===== config.mk =====
export PLATFORM = sky130hd
export DESIGN_NAME = usm_serial_port
export DESIGN_NICKNAME = d
export VERILOG_FILES = /design/src/usm_pkg.sv /design/src/usm_fifo.sv /design/src/usm_baud.sv /design/src/usm_serial_port.sv
export SDC_FILE = /design/constraint.sdc
export NUM_CORES = 1
export LEC_CHECK = 0
export BUFFER_PORTS_ARGS = -buffer_cell sky130_fd_sc_hd__buf_2
export CORE_UTILIZATION = 55
export CTS_BUF_LIST = sky130_fd_sc_hd__clkbuf_16
export CTS_CLUSTER_SIZE = 40
export DETAILED_ROUTE_END_ITERATION = 12
export GPL_TIMING_DRIVEN = 0
export PLACE_DENSITY = 0.76
export SETUP_SLACK_MARGIN = 0.2
export SLEW_MARGIN = 15
export SYNTH_ARGS = -nofsm -noshare
export SYNTH_HDL_FRONTEND = slang
export SYNTH_SLANG_ARGS = --single-unit
export TNS_END_PERCENT = 1

===== constraint.sdc =====
create_clock -name i_clk_sys -period 3.8 [get_ports i_clk_sys]
set_input_delay 0.57 -clock i_clk_sys [delete_from_list [all_inputs] [get_ports i_clk_sys]]
set_output_delay 0.57 -clock i_clk_sys [all_outputs]
set_load 0.03 [all_outputs]

===== src/usm_pkg.sv =====
// Shared constants and types for the four-mode serial port.
// Assumes a single system clock; every user of it imports usm_pkg::*.
package usm_pkg;

  // ==========================================================
  // Register map (byte addresses on the bus)
  localparam logic [7:0] REG_CTRL = 8'h00;
  localparam logic [7:0] REG_STATUS = 8'h04;
  localparam logic [7:0] REG_TXDATA = 8'h08;
  localparam logic [7:0] REG_RXDATA = 8'h0C;
  localparam logic [7:0] REG_BRG = 8'h10;

  // ==========================================================
  // Control field positions
  localparam int CTRL_MODE_LO = 0;
  localparam int CTRL_MODE_HI = 1;
  localparam int CTRL_DOUBLE = 2;
  localparam int CTRL_GENSEL = 3;
  localparam int CTRL_RXEN = 4;

  // Status field positions
  localparam int STAT_RXVALID = 0;
  localparam int STAT_OVERRUN = 1;
  localparam int STAT_FRAMING = 2;
  localparam int STAT_TXFULL = 3;
  localparam int STAT_TXIDLE = 4;

  // ==========================================================
  // Reset values
  localparam logic [4:0] CTRL_RESET = 5'h00;
  localparam logic [9:0] BRG_RESET = 10'h000;

  // ==========================================================
  // Mode codes from the two mode-select bits
  localparam logic [1:0] MODE_SHIFT = 2'b00;
  localparam logic [1:0] MODE_UART8 = 2'b01;
  localparam logic [1:0] MODE_UART9_FIX = 2'b10;
  localparam logic [1:0] MODE_UART9_VAR = 2'b11;

  // ==========================================================
  // Timing counts: shift divider in oscillator cycles, enables per bit, bits per frame
  localparam int SHIFT_DIV = 6;
  localparam int SHIFT_HALF = SHIFT_DIV / 2;
  localparam int OVERSAMPLE = 16;
  localparam int FRAME_BITS_8 = 10;
  localparam int FRAME_BITS_9 = 11;

  // ==========================================================
  // Control bits travel together
  typedef struct packed {
    logic rx_enable;
    logic rate_generator_select;
    logic rate_doubling_bit;
    logic mode_select_high;
    logic mode_select_low;
  } usm_ctrl_t;

  // Received word with its error flag
  typedef struct packed {
    logic framing_err;
    logic [8:0] data;
  } usm_rxword_t;

endpackage


===== src/usm_fifo.sv =====
// Small synchronous FIFO with valid/ready on both sides.
// Assumes one clock and a synchronous active-high reset.
`timescale 1ns/1ps
module usm_fifo #(
  parameter int WIDTH = 9,
  parameter int DEPTH = 8
) (
  // Clock and reset
  input wire logic i_clk_sys,
  input wire logic i_srst,
  // Filling side
  input wire logic i_in_valid,
  output logic o_in_ready,
  input wire logic [WIDTH-1:0] i_in_data,
  // Draining side
  output logic o_out_valid,
  input wire logic i_out_ready,
  output logic [WIDTH-1:0] o_out_data
);
  import usm_pkg::*;

  localparam int AW = $clog2(DEPTH);

  // ==========================================================
  // Storage and pointers
  logic [WIDTH-1:0] mem_q [DEPTH]; // Word array
  logic [AW-1:0] wr_q; // Write pointer
  logic [AW-1:0] rd_q; // Read pointer
  logic [AW:0] cnt_q; // Fill level, one bit wider for full
  wire push = i_in_valid && o_in_ready;
  wire pop = o_out_valid && i_out_ready;

  // Honest flags from the fill level
  assign o_in_ready = (cnt_q != (AW+1)'(DEPTH));
  assign o_out_valid = (cnt_q != '0);
  assign o_out_data = mem_q[rd_q];

  // Pointer and level update
  always_ff @(posedge i_clk_sys)
  begin
    if (i_srst)
    begin
      wr_q <= '0;
      rd_q <= '0;
      cnt_q <= '0;
    end
    else
    begin
      // Pointers wrap at DEPTH, which need not be a power of two
      if (push)
        wr_q <= (wr_q == AW'(DEPTH - 1)) ? '0 : wr_q + 1'b1;
      if (pop)
        rd_q <= (rd_q == AW'(DEPTH - 1)) ? '0 : rd_q + 1'b1;
      if (push && !pop)
        cnt_q <= cnt_q + 1'b1;
      else if (pop && !push)
        cnt_q <= cnt_q - 1'b1;
    end
  end

  // Data store needs no reset
  always_ff @(posedge i_clk_sys)
  begin
    if (push)
      mem_q[wr_q] <= i_in_data;
  end

endmodule


===== src/usm_baud.sv =====
// Rate enables for the serial port: 16x oversampling and shift-mode half bits.
// Assumes the timer 1 overflow pulse comes from logic on the same clock.
`timescale 1ns/1ps
module usm_baud (
  // Clock and reset
  input wire logic i_clk_sys,
  input wire logic i_srst,
  // Configuration
  input wire usm_pkg::usm_ctrl_t i_ctrl,
  input wire logic [9:0] i_brg_reload,
  // External rate source
  input wire logic i_t1_ovf,
  // Enables out
  output logic o_tick16,
  output logic o_tick_half
);
  import usm_pkg::*;

  // ==========================================================
  // State
  logic [9:0] brg_q; // Dedicated generator counter
  logic half_q; // Divide-by-two when doubling is off
  logic [2:0] sh_q; // Shift-mode half-bit divider
  wire mode_fix = i_ctrl.mode_select_high && !i_ctrl.mode_select_low;
  wire brg_ovf = (brg_q == i_brg_reload);
  wire raw_tick;

  // Source choice: fixed oscillator, generator or timer 1
  assign raw_tick = mode_fix ? 1'b1 :
                    i_ctrl.rate_generator_select ? brg_ovf :
                    i_t1_ovf;
  // Doubling bit skips the final divide by two
  assign o_tick16 = raw_tick && (i_ctrl.rate_doubling_bit || half_q);
  assign o_tick_half = (sh_q == 3'(SHIFT_HALF - 1));

  // Counters
  always_ff @(posedge i_clk_sys)
  begin
    if (i_srst)
    begin
      brg_q <= '0;
      half_q <= 1'b0;
      sh_q <= '0;
    end
    else
    begin
      // Generator overflows every reload+1 cycles
      brg_q <= brg_ovf ? '0 : brg_q + 1'b1;
      if (raw_tick)
        half_q <= !half_q;
      sh_q <= o_tick_half ? '0 : sh_q + 1'b1;
    end
  end

endmodule


===== src/usm_serial_port.sv =====
// Four-mode serial port with a classic Wishbone register slave.
// Assumes rxd comes from a pin (synchronised here) and timer 1 is on i_clk_sys.
//
// Notes on behaviour
// - Two mode bits select four modes
// - Transmit and receive run independently, simultaneously; in shift mode the one engine does one direction at a time
// - Shift mode: data on rxd, clock on txd
// - Shift mode bit rate is oscillator over six
// - 8-bit UART frame is ten bits
// - Fixed 9-bit UART frame is eleven bits
// - Variable 9-bit mode: same frame, variable rate
// - Async rate clock is sixteen times bit
// - Timer 1 source: doubled overflow over 32
// - Generator source: doubled oscillator over generator
// - Fixed mode: oscillator over 32 or 16
//
// The register addresses and the Wishbone interface to the registers were left to the implementer.
`timescale 1ns/1ps
module usm_serial_port #(
  parameter int FIFO_DEPTH = 8
) (
  // Clock and reset
  input wire logic i_clk_sys,
  input wire logic i_srst,
  // Wishbone slave
  input wire logic i_wb_cyc,
  input wire logic i_wb_stb,
  input wire logic i_wb_we,
  input wire logic [7:0] i_wb_adr,
  input wire logic [3:0] i_wb_sel,
  input wire logic [31:0] i_wb_dat,
  output logic [31:0] o_wb_dat,
  output logic o_wb_ack,
  // Rate source
  input wire logic i_t1_ovf,
  // Serial pins
  input wire logic i_rxd,
  output logic o_rxd,
  output logic o_rxd_oe,
  output logic o_txd
);
  import usm_pkg::*;

  // ==========================================================
  // Registers and synchroniser
  usm_ctrl_t ctrl_q; // Software control
  logic [9:0] brg_q; // Generator reload
  logic [2:0] rxd_sync_q; // Two-stage sync plus edge history
  logic ack_q;
  logic [31:0] rdat_q;
  usm_rxword_t rx_hold_q; // Holding register for one word
  logic rx_valid_q;
  logic overrun_q;
  logic tick16;
  logic tick_half;
  wire rxd_s = rxd_sync_q[1];
  wire [1:0] mode = {ctrl_q.mode_select_high, ctrl_q.mode_select_low};
  wire is_shift = (mode == MODE_SHIFT);
  wire is_nine = (mode == MODE_UART9_FIX) || (mode == MODE_UART9_VAR);

  // ==========================================================
  // Bus decode
  wire req = i_wb_cyc && i_wb_stb && !ack_q;
  wire hit_ctrl = (i_wb_adr == REG_CTRL);
  wire hit_stat = (i_wb_adr == REG_STATUS);
  wire hit_tx = (i_wb_adr == REG_TXDATA);
  wire hit_rx = (i_wb_adr == REG_RXDATA);
  wire hit_brg = (i_wb_adr == REG_BRG);
  wire tx_in_ready;
  // A full FIFO holds the bus cycle until a word drains
  wire tx_push = req && i_wb_we && hit_tx && i_wb_sel[0];
  wire stall = tx_push && !tx_in_ready;
  wire take = req && !stall;
  wire wr_lo = take && i_wb_we && i_wb_sel[0];
  wire wr_hi = take && i_wb_we && i_wb_sel[1];
  wire rx_pop = take && !i_wb_we && hit_rx;
  wire stat_clr_ovr = wr_lo && hit_stat && i_wb_dat[STAT_OVERRUN];
  wire stat_clr_fe = wr_lo && hit_stat && i_wb_dat[STAT_FRAMING];

  // ==========================================================
  // Transmit FIFO and rate enables
  logic tx_out_valid;
  logic [8:0] tx_out_data;
  logic tx_take;
  logic tx_busy_q; // Async transmitter active
  logic s0_busy_q; // Shift engine active

  usm_fifo #(.WIDTH(9), .DEPTH(FIFO_DEPTH)) u_txfifo (
    .i_clk_sys(i_clk_sys),
    .i_srst(i_srst),
    .i_in_valid(tx_push),
    .o_in_ready(tx_in_ready),
    .i_in_data(i_wb_dat[8:0]),
    .o_out_valid(tx_out_valid),
    .i_out_ready(tx_take),
    .o_out_data(tx_out_data)
  );

  usm_baud u_baud (
    .i_clk_sys(i_clk_sys),
    .i_srst(i_srst),
    .i_ctrl(ctrl_q),
    .i_brg_reload(brg_q),
    .i_t1_ovf(i_t1_ovf),
    .o_tick16(tick16),
    .o_tick_half(tick_half)
  );

  // ==========================================================
  // Read mux
  wire [31:0] stat_word = {27'h0, !tx_out_valid && !tx_busy_q && !s0_busy_q,
    !tx_in_ready, rx_hold_q.framing_err, overrun_q, rx_valid_q};
  wire [31:0] rd_mux = hit_ctrl ? {27'h0, ctrl_q} :
                       hit_stat ? stat_word :
                       hit_rx ? {23'h0, rx_hold_q.data} :
                       hit_brg ? {22'h0, brg_q} : 32'h0000_0000;

  // Bus slave: one-cycle registered answer
  always_ff @(posedge i_clk_sys)
  begin
    if (i_srst)
    begin
      ack_q <= 1'b0;
      rdat_q <= 32'h0000_0000;
      ctrl_q <= CTRL_RESET;
      brg_q <= BRG_RESET;
    end
    else
    begin
      ack_q <= take;
      if (take && !i_wb_we)
        rdat_q <= rd_mux;
      if (wr_lo && hit_ctrl)
        ctrl_q <= i_wb_dat[4:0];
      if (wr_lo && hit_brg)
        brg_q[7:0] <= i_wb_dat[7:0];
      if (wr_hi && hit_brg)
        brg_q[9:8] <= i_wb_dat[9:8];
    end
  end
  assign o_wb_ack = ack_q;
  assign o_wb_dat = rdat_q;

  // Pin synchroniser; only stage two and later are read
  always_ff @(posedge i_clk_sys)
  begin
    if (i_srst)
      rxd_sync_q <= 3'b111;
    else
      rxd_sync_q <= {rxd_sync_q[1:0], i_rxd};
  end

  // ==========================================================
  // Asynchronous transmitter
  logic [10:0] tx_sh_q; // Frame shifter, bit 0 on the line
  logic [3:0] tx_bits_q; // Bits still to send
  logic [3:0] tx_sub_q; // Oversample phase
  wire tx_start = !is_shift && !tx_busy_q && tx_out_valid;
  // Ninth bit comes from the word; 8-bit mode sends a one there as its stop bit
  wire tx_b8 = is_nine ? tx_out_data[8] : 1'b1;

  always_ff @(posedge i_clk_sys)
  begin
    if (i_srst)
    begin
      tx_busy_q <= 1'b0;
      tx_sh_q <= '1;
      tx_bits_q <= '0;
      tx_sub_q <= '0;
    end
    else if (tx_start)
    begin
      tx_busy_q <= 1'b1;
      tx_sh_q <= {1'b1, tx_b8, tx_out_data[7:0], 1'b0};
      tx_bits_q <= is_nine ? 4'(FRAME_BITS_9) : 4'(FRAME_BITS_8);
      tx_sub_q <= '0;
    end
    else if (tx_busy_q && tick16)
    begin
      tx_sub_q <= tx_sub_q + 1'b1;
      // Bit boundary after sixteen enables
      if (tx_sub_q == 4'(OVERSAMPLE - 1))
      begin
        tx_sh_q <= {1'b1, tx_sh_q[10:1]};
        tx_bits_q <= tx_bits_q - 1'b1;
        if (tx_bits_q == 4'd1)
          tx_busy_q <= 1'b0;
      end
    end
  end

  // ==========================================================
  // Asynchronous receiver
  typedef enum logic [1:0] {RX_IDLE, RX_START, RX_DATA} usm_rx_state_t;
  usm_rx_state_t rx_st_q;
  logic [9:0] rx_sh_q; // Shift in at the top
  logic [3:0] rx_cnt_q; // Bits sampled
  logic [3:0] rx_sub_q;
  logic arx_done;
  usm_rxword_t arx_word;
  wire [3:0] rx_need = is_nine ? 4'(FRAME_BITS_9 - 1) : 4'(FRAME_BITS_8 - 1);
  wire rx_fall = rxd_sync_q[2] && !rxd_s;
  wire [9:0] rx_next = {rxd_s, rx_sh_q[9:1]};
  wire rx_mid = (rx_sub_q == 4'(OVERSAMPLE / 2 - 1));
  wire rx_edge = (rx_sub_q == 4'(OVERSAMPLE - 1));

  // Frame contents: 8-bit mode reports stop as bit 8
  assign arx_done = (rx_st_q == RX_DATA) && tick16 && rx_edge && (rx_cnt_q == rx_need - 1'b1);
  assign arx_word.framing_err = !rx_next[9];
  assign arx_word.data = is_nine ? rx_next[8:0] : {rx_next[9], rx_next[8:1]};

  always_ff @(posedge i_clk_sys)
  begin
    if (i_srst)
    begin
      rx_st_q <= RX_IDLE;
      rx_sh_q <= '0;
      rx_cnt_q <= '0;
      rx_sub_q <= '0;
    end
    else
    begin
      case (rx_st_q)
        RX_IDLE:
        begin
          // Start is a high-to-low transition
          if (!is_shift && ctrl_q.rx_enable && rx_fall)
          begin
            rx_st_q <= RX_START;
            rx_sub_q <= '0;
          end
        end
        RX_START:
        begin
          if (tick16)
          begin
            rx_sub_q <= rx_sub_q + 1'b1;
            // Mid start bit: a glitch back high is dropped
            if (rx_mid)
            begin
              rx_st_q <= rxd_s ? RX_IDLE : RX_DATA;
              rx_sub_q <= '0;
              rx_cnt_q <= '0;
            end
          end
        end
        RX_DATA:
        begin
          if (tick16)
          begin
            rx_sub_q <= rx_sub_q + 1'b1;
            // Sixteen enables on from mid start is mid bit
            if (rx_edge)
            begin
              rx_sh_q <= rx_next;
              rx_cnt_q <= rx_cnt_q + 1'b1;
              if (arx_done)
                rx_st_q <= RX_IDLE;
            end
          end
        end
        default:
          rx_st_q <= RX_IDLE;
      endcase
    end
  end

  // ==========================================================
  // Shift-register mode engine
  logic s0_tx_q; // Direction of current transfer
  logic s0_clk_q; // Shift clock, idles high
  logic [7:0] s0_sh_q;
  logic [2:0] s0_cnt_q;
  // Receive only runs when the holding register is free
  wire s0_tx_go = is_shift && !s0_busy_q && tx_out_valid;
  wire s0_rx_go = is_shift && !s0_busy_q && !tx_out_valid && ctrl_q.rx_enable && !rx_valid_q;
  wire s0_rise = s0_busy_q && tick_half && !s0_clk_q;
  wire s0_done = s0_rise && (s0_cnt_q == 3'd7);

  always_ff @(posedge i_clk_sys)
  begin
    if (i_srst)
    begin
      s0_busy_q <= 1'b0;
      s0_tx_q <= 1'b0;
      s0_clk_q <= 1'b1;
      s0_sh_q <= '1;
      s0_cnt_q <= '0;
    end
    else if (s0_tx_go || s0_rx_go)
    begin
      s0_busy_q <= 1'b1;
      s0_tx_q <= s0_tx_go;
      s0_sh_q <= s0_tx_go ? tx_out_data[7:0] : 8'hFF;
      s0_cnt_q <= '0;
    end
    else if (s0_busy_q && tick_half)
    begin
      s0_clk_q <= !s0_clk_q;
      // Outgoing data moves on the falling clock, LSB first
      if (s0_clk_q && s0_tx_q && s0_cnt_q != 3'd0)
        s0_sh_q <= {1'b1, s0_sh_q[7:1]};
      // Incoming data is taken on the rising clock
      if (!s0_clk_q)
      begin
        if (!s0_tx_q)
          s0_sh_q <= {rxd_s, s0_sh_q[7:1]};
        s0_cnt_q <= s0_cnt_q + 1'b1;
        if (s0_done)
          s0_busy_q <= 1'b0;
      end
    end
  end

  // ==========================================================
  // Receive holding register, shared by both receive engines
  wire rx_done = arx_done || (s0_done && !s0_tx_q);
  usm_rxword_t rx_in;
  assign rx_in = arx_done ? arx_word : {1'b0, 1'b0, rxd_s, s0_sh_q[7:1]};
  assign tx_take = tx_start || s0_tx_go;

  // New word wins over a same-cycle read or clear
  always_ff @(posedge i_clk_sys)
  begin
    if (i_srst)
    begin
      rx_hold_q <= '0;
      rx_valid_q <= 1'b0;
      overrun_q <= 1'b0;
    end
    else
    begin
      if (rx_done)
      begin
        rx_hold_q <= rx_in;
        rx_valid_q <= 1'b1;
      end
      else if (rx_pop)
        rx_valid_q <= 1'b0;
      else if (stat_clr_fe)
        rx_hold_q.framing_err <= 1'b0;
      // Unread word overwritten: flag it
      if (rx_done && rx_valid_q && !rx_pop)
        overrun_q <= 1'b1;
      else if (stat_clr_ovr)
        overrun_q <= 1'b0;
    end
  end

  // ==========================================================
  // Pin drive: txd carries the shift clock in shift mode
  assign o_txd = is_shift ? s0_clk_q : tx_sh_q[0];
  assign o_rxd = s0_sh_q[0];
  assign o_rxd_oe = is_shift && s0_busy_q && s0_tx_q;

endmodule


# == After elaboration in Yosys (flattened, before gate mapping) ==
# Memory sizes are Yosys's and may differ from the RTL's. A register that Yosys moved wholly into a read port is not among the register bits.
# Index checks and enable logic that the tools add are counted.
# totals
ramBits,72
mem_count,1
latch_bits,0
regBits,140
rom_bits,0
# memory_table
name,depth,width,rd,rd_ports_with_merged_regs,write_ports,line_no,text
u_txfifo.mem_q,8,9,1,1,1,usm_fifo.sv:26,logic [WIDTH-1:0] mem_q [DEPTH];
# classes
reduce_logical,102
n_mux,65
eq_ne,27
bitwise,2
div_mod_pow,0
add_sub_neg,12
shift,0
n_mul,0
magnitude_cmp,0
# op_table
operator,n
10-bit two-way mux,8
4-bit two-way mux,13
1-bit logical AND,50
8-bit two-way mux,6
1-bit two-way mux,22
2-bit nonzero test,10
1-bit logical NOT,17
"4-bit by 1-bit adder with 4-bit output, second input constant",4
"8-bit by 4-bit == test with 1-bit output, second input constant",2
2-bit two-way mux,8
"3-bit by 1-bit adder with 3-bit output, second input constant",4
3-bit two-way mux,4
"2-bit inequality test, second input constant",6
4-bit one-hot mux with 3 select lines,1
"4-bit by 1-bit subtractor with 4-bit output, second input constant",3
"10-bit by 1-bit adder with 10-bit output, second input constant",1
10-bit == test,1
"3-bit == test, second input constant",3
9-bit two-way mux,1
3-bit AND reduction,3
"4-bit == test, second input constant",2
"8-bit by 3-bit == test with 1-bit output, second input constant",1
"8-bit by 5-bit == test with 1-bit output, second input constant",1
8-bit logical NOT,1
other kinds (20),36

# == Depth between registers and ports, before layout ==
# depth
depth_word,15
depth_mapped,13

# == Cells and area by module ==
# From an unflattened synthesis, not the netlist that was laid out.
# hier_totals
cells_unflattened,841
hier_area_um2,9038.7
# modules_own_cells
module,area_per_inst_um2,seq_area_each_um2,n_inst,cells_each
usm_serial_port,4834.6,1861.8,1,576
usm_fifo,3430.8,2422.3,1,179
usm_baud,773.2,280.3,1,86

# == Worst setup path before layout ==
# OpenSTA, ideal clock, no wires.
# synth_path
kind,input to register
from,input port i_wb_adr[1]
to,register u_txfifo.cnt_q[3]
setup_time_ns,0.070
setup_slack_ns,0.659
t_arrival_ns,3.071
path_buffers,0
cell_stages,12
cell_sequence,or4_4 -> nor4_1 -> nand2_1 -> inv_1 -> ha_1 -> inv_1 -> ha_1 -> a21o_1 -> a21oi_1 -> xnor2_1 -> or3_1 -> a21oi_1
# synth_via
elab_chain_cells,7
word_cells_on_any_way,9
classes_between,1 x eq/ne; 1 x mux; 7 x reduce/logical
# synth_rtl
item,line_no,text
from (decl),usm_serial_port.sv:29,"input wire logic [7:0] i_wb_adr,"
8-bit by 4-bit == test with 1-bit output (*),usm_serial_port.sv:66,wire hit_tx = (i_wb_adr == REG_TXDATA);
1-bit logical AND (*) (2 in series),usm_serial_port.sv:71,wire tx_push = req && i_wb_we && hit_tx && i_wb_sel[0];
1-bit logical AND (*),usm_fifo.sv:30,wire push = i_in_valid && o_in_ready;
via u_txfifo.push,usm_fifo.sv:30,
1-bit logical NOT,usm_fifo.sv:56,else if (pop && !push)
1-bit logical AND,usm_fifo.sv:56,
2-bit nonzero test (no line),n/a,
to (signal assigned),usm_fifo.sv:55,cnt_q <= cnt_q + 1'b1;
to (signal assigned),usm_fifo.sv:57,cnt_q <= cnt_q - 1'b1;
to (decl),usm_fifo.sv:29,logic [AW:0] cnt_q;
# Mark *: on every way through the listed nets, which the timed path passes. The rest lies on a longest branch.
# A chain may end at the register's enable or synchronous reset.

# == Worst setup path after layout ==
# layout_path
from,register u_txfifo.cnt_q[0]
to,register u_txfifo.cnt_q[3]
# layout_via
elab_chain_cells,7
word_cells_on_any_way,16
classes_between,2 x add/sub; 1 x eq/ne; 2 x mux; 11 x reduce/logical
# layout_rtl
item
branches (longest 7 deep; another with 4-bit by 1-bit subtractor with 4-bit output)
# Several ways; the timed one is not identified. The select of a mux whose other input is x is not followed.

==> flow_metrics.py <==
metrics = {
    "final_layout": {
        "final_core_utilization_pct": 64.4,
        "footprint_of_the_multi_input_gates_um2": 3910,
        "layout.cells.most_common": "sky130_fd_sc_hd__dfxtp_1",
        "fillers": 1186,
        "drive_above_1_share_pct": 19.0,
        "seqCellArea_um2": 4560,
        "area_delta_synth_final_pct": 12.7,
        "antennaDiodeCount": 0,
        "final_net_count": 933,
        "layout_common_cells": "sky130_fd_sc_hd__dfxtp_1, sky130_fd_sc_hd__nor2_1, sky130_fd_sc_hd__edfxtp_1, sky130_fd_sc_hd__mux2i_1, sky130_fd_sc_hd__buf_2",
        "postLayoutCellArea_um2": 9900,
    },
    "timing": {
        "hold_violations": 0,
        "final-setup-viol-count": 0,
        "slew_violations": 0,
        "worstMarginPinSlew_ps": 944,
        "timing.final.crit_share_pct": 83.3,
        "final.setup_skew_ps": 9.49,
        "setup_slack_ps": 634,
        "final_period_minus_worst_setup_slack_ps": 3170,
        "max_clock_freq_mhz": 316,
        "unrepaired_setup_endpoints_after_global_routing": "false",
        "relSlewSlack_pct": 36.4,
    },
    "floorplanning": {
        "floorplan.core_area_um2": 15400,
        "die_w_um": 128,
        "io_pins": 87,
        "initial_cell_density_of_the_core_pct": 57.1,
        "dieHeight_um": 128,
        "std_cell_rows": 45,
        "die-area_um2": 16500,
    },
    "clock_network": {
        "maximum_clock_path_buffer_count": 2,
        "cts_hold_buf": 0,
        "path_clk_slew_ps": 70,
        "clock-root-buffer": "sky130_fd_sc_hd__clkbuf_16",
        "cts-htree-levels": 4,
        "cts_tree": "done",
        "tritoncts.num_buffers": 17,
        "cts_sinks": 192,
        "buffers_inserted_during_post_cts_setup_optimization": 0,
        "clock_latency_on_the_worst_skew_pair_ps": 440,
    },
    "placement": {
        "placement.setup.worst_slack_ps": -102,
        "gp_congestion": 0.912,
        "dpl_cell_area_um2": 9330,
        "port-buffer-count": 39,
        "dp_hpwl_um": 14700,
    },
    "critical_path": {
        "setup.worst_path.end_class": "flip-flop",
        "worst_setup_path_start": "u_txfifo.cnt_q[0]",
        "crit_path_cell_trace": "nor4_4, nor3_2, nor2_1, ha_1, inv_1, ha_1, a21o_1, a21oi_1, xnor2_1, or3_1, a21oi_1",
        "critical_path_arrival_ps": 3520,
        "worst_r2r_path_depth": 11,
        "worstPathBufferInverterCount": 1,
        "crit_path_max_fanout": 7,
        "critical_path_top_delay_cell": "sky130_fd_sc_hd__nor4_4",
        "cp.depth": 11,
        "crit_required_ps": 4160,
        "slowest_delay_ps": 550,
        "critPathLaunchType": "flip-flop",
        "timing.critical_path.max_delay_family": "simple AND/OR/NAND/NOR gates",
        "timing.setup.critical_path_class": "flip-flop to flip-flop",
        "reg_to_reg_critical_path_startpoint": "u_txfifo.cnt_q[0]",
    },
    "drt": {
        "drt_first_pass_iters": 5,
        "routed_wire_length_per_instance_um": 18.4,
        "wirelength_um": 20000,
        "vias_per_cell": 5.88,
        "drc": 0,
        "dr_total_vias": 6369,
        "drt_iter0_markers": 480,
        "detail-route-antenna-nets": 0,
    },
    "synthesis": {
        "number_of_instances_in_the_synthesized_netlist": 781,
        "syn-mean-instance-area_um2": 11.2,
        "yosysTopAreaCellShare_pct": 27.4,
        "netlist_top_cells_area": "sky130_fd_sc_hd__dfxtp_1, sky130_fd_sc_hd__edfxtp_1, sky130_fd_sc_hd__mux2i_1",
        "synth.cell_area_um2": 8780,
        "yosys_most_used_dff": "sky130_fd_sc_hd__dfxtp_1",
        "synth-edff-count": 72,
        "ys_seq_area_share_pct": 52.0,
        "synth_largest_area_cell": "sky130_fd_sc_hd__dfxtp_1",
        "async_reset_ff_share_pct": 0,
        "post_synth_num_cell_types": 72,
        "synth_warnings": 0,
        "synth-seq-cells": 192,
    },
    "pwr": {
        "leakage_nw": 3.62,
        "irDropWorstVdd_mv": 0.432,
        "power.density_cell_area_nw_per_um2": 498,
        "p_total_w": 0.00493,
    },
    "worst_hold_path": {
        "hold_path_depth": 2,
        "hold_path.class": "primary input to flip-flop",
        "worst_hold_startpoint": "i_rxd",
    },
    "grt": {
        "grt_first_pass_wirelength_um": 31600,
        "track_usage_pct": 25.5,
        "via_count_of_the_first_global_routing_pass": 6172,
        "grt_max_degree": 19,
        "leftover_overflow_at_the_end_of_global_routing": 0,
        "grt_antenna_before_repair": 0,
    },
    "outcome": {
        "run_status": "finished clean",
    },
    "run": {
        "cap_viol_max_count": 0,
    },
}
==> registers in the layout (all words and copies together), names as in the netlist, 4 cells and up, named ones only <==
signal,count
u_txfifo.mem_q,72
tx_sub_q,4
o_wb_dat,10
brg_q,10
tx_sh_q,10
u_txfifo.cnt_q,4
rx_cnt_q,4
ctrl_q,5
u_baud.brg_q,10
rx_sh_q,9
rx_sub_q,4
tx_bits_q,4
rx_hold_q,10
s0_sh_q,8
==> worst reg2reg max path: stages (launching register included) <==
cell and delay (ps):
sky130_fd_sc_hd__dfxtp_1 390, sky130_fd_sc_hd__nor4_4 550, sky130_fd_sc_hd__nor3_2 190, sky130_fd_sc_hd__nor2_1 430
sky130_fd_sc_hd__ha_1 270, sky130_fd_sc_hd__inv_1 100, sky130_fd_sc_hd__ha_1 280, sky130_fd_sc_hd__a21o_1 170
sky130_fd_sc_hd__a21oi_1 170, sky130_fd_sc_hd__xnor2_1 90, sky130_fd_sc_hd__or3_1 310, sky130_fd_sc_hd__a21oi_1 150
==> cell type report <==
| class | instances | area share (%) |
|---|---|---|
| buffer | 59 | 3.49 |
| inverter | 18 | 0.683 |
| multi-input combinational | 533 | 39.5 |
| sequential | 192 | 46.1 |
| clock buffer | 17 | 4.30 |
| timing repair buffer | 39 | 1.97 |
| tap | 211 | 2.67 |
| clock inverter | 15 | 1.25 |
==> routing by layer <==
metal | vias up | track usage [%] | wire length [um]
li1 | 2984 | - | -
met1 | 3111 | 32.9 | 8560
met2 | 235 | 42.4 | 9750
met3 | 39 | 4.62 | 1170
met4 | 0 | 10.9 | 477
met5 | - | 0 | 0
==> power breakdown <==
part	leakage, nW	internal, W	switching (W)	total, W
Sequential	1.62	0.00222	0.000102	0.00232
Combinational	1.73	0.000374	0.000549	0.000923
Clock	0.272	0.000860	0.000824	0.00168
==> cells in the mapped netlist, types with 3 or more instances <==
cell	n
sky130_fd_sc_hd__or2_2	7
sky130_fd_sc_hd__a32oi_1	7
sky130_fd_sc_hd__a31oi_1	3
sky130_fd_sc_hd__a211oi_1	11
sky130_fd_sc_hd__nand3_1	20
sky130_fd_sc_hd__xor2_1	18
sky130_fd_sc_hd__nor3_1	33
sky130_fd_sc_hd__and2_1	8
sky130_fd_sc_hd__a21oi_1	34
sky130_fd_sc_hd__nor4_1	5
sky130_fd_sc_hd__a21bo_2	3
sky130_fd_sc_hd__edfxtp_1	72
sky130_fd_sc_hd__buf_4	22
sky130_fd_sc_hd__buf_6	4
sky130_fd_sc_hd__inv_1	18
sky130_fd_sc_hd__nand3b_1	4
sky130_fd_sc_hd__buf_2	8
sky130_fd_sc_hd__a221o_1	4
sky130_fd_sc_hd__mux2_2	14
sky130_fd_sc_hd__nand4_1	4
sky130_fd_sc_hd__nor4b_1	3
sky130_fd_sc_hd__mux2i_1	48
sky130_fd_sc_hd__nor2b_1	5
sky130_fd_sc_hd__a211o_1	9
sky130_fd_sc_hd__dfxtp_1	120
sky130_fd_sc_hd__o31ai_1	3
sky130_fd_sc_hd__clkbuf_1	22
sky130_fd_sc_hd__mux4_2	18
sky130_fd_sc_hd__and3_1	3
sky130_fd_sc_hd__a2bb2oi_1	3
sky130_fd_sc_hd__o211ai_1	4
sky130_fd_sc_hd__xnor2_1	8
sky130_fd_sc_hd__ha_1	21
sky130_fd_sc_hd__nand2b_1	6
sky130_fd_sc_hd__a21o_1	4
sky130_fd_sc_hd__nand2_1	36
sky130_fd_sc_hd__nor2_1	98
sky130_fd_sc_hd__o21ai_0	14
sky130_fd_sc_hd__or3_1	6
sky130_fd_sc_hd__a221oi_1	12
==> cells by family after synthesis <==
| group | share of synthesized area [%] |
|---|---|
| and+or+nand+nor | 15.0 |
| DFF | 52.0 |
| AOI/OAI and AO/OA | 10.6 |
| muxes | 11.9 |
| buffers and inverters | 4.70 |
| xor gates and xnor gates | 2.59 |
| adders and majority gates | 3.22 |
| other | 0.0427 |
==> stage by stage <==
step / setup TNS, ps / instances / hold WS [ps]
after CTS: 0 / 1084 / 309
after global placement: 0 / 1052 / 393
after detailed placement: -102 / 1052 / 403
after floorplan: 0 / 802 / 389
after global routing: 0 / 1084 / 328
final: 0 / 1084 / 321
==> timing repair <==
| item | in CTS | in global routing |
|---|---|---|
| resized for setup | 1 | 2 |
| hold endpoints to repair | 0 | 0 |
| setup endpoints to repair | 1 | 1 |
| cloned | 0 | 0 |
==> path summary, 6_finish.rpt <==
path	slack, ps	end
setup / recovery	630	u_txfifo.cnt_q[3]
hold / removal	320	rxd_sync_q[0]
setup reg to reg	630	u_txfifo.cnt_q[3]
hold reg to reg	420	rxd_sync_q[1]
(Power assumes the default switching activity.)
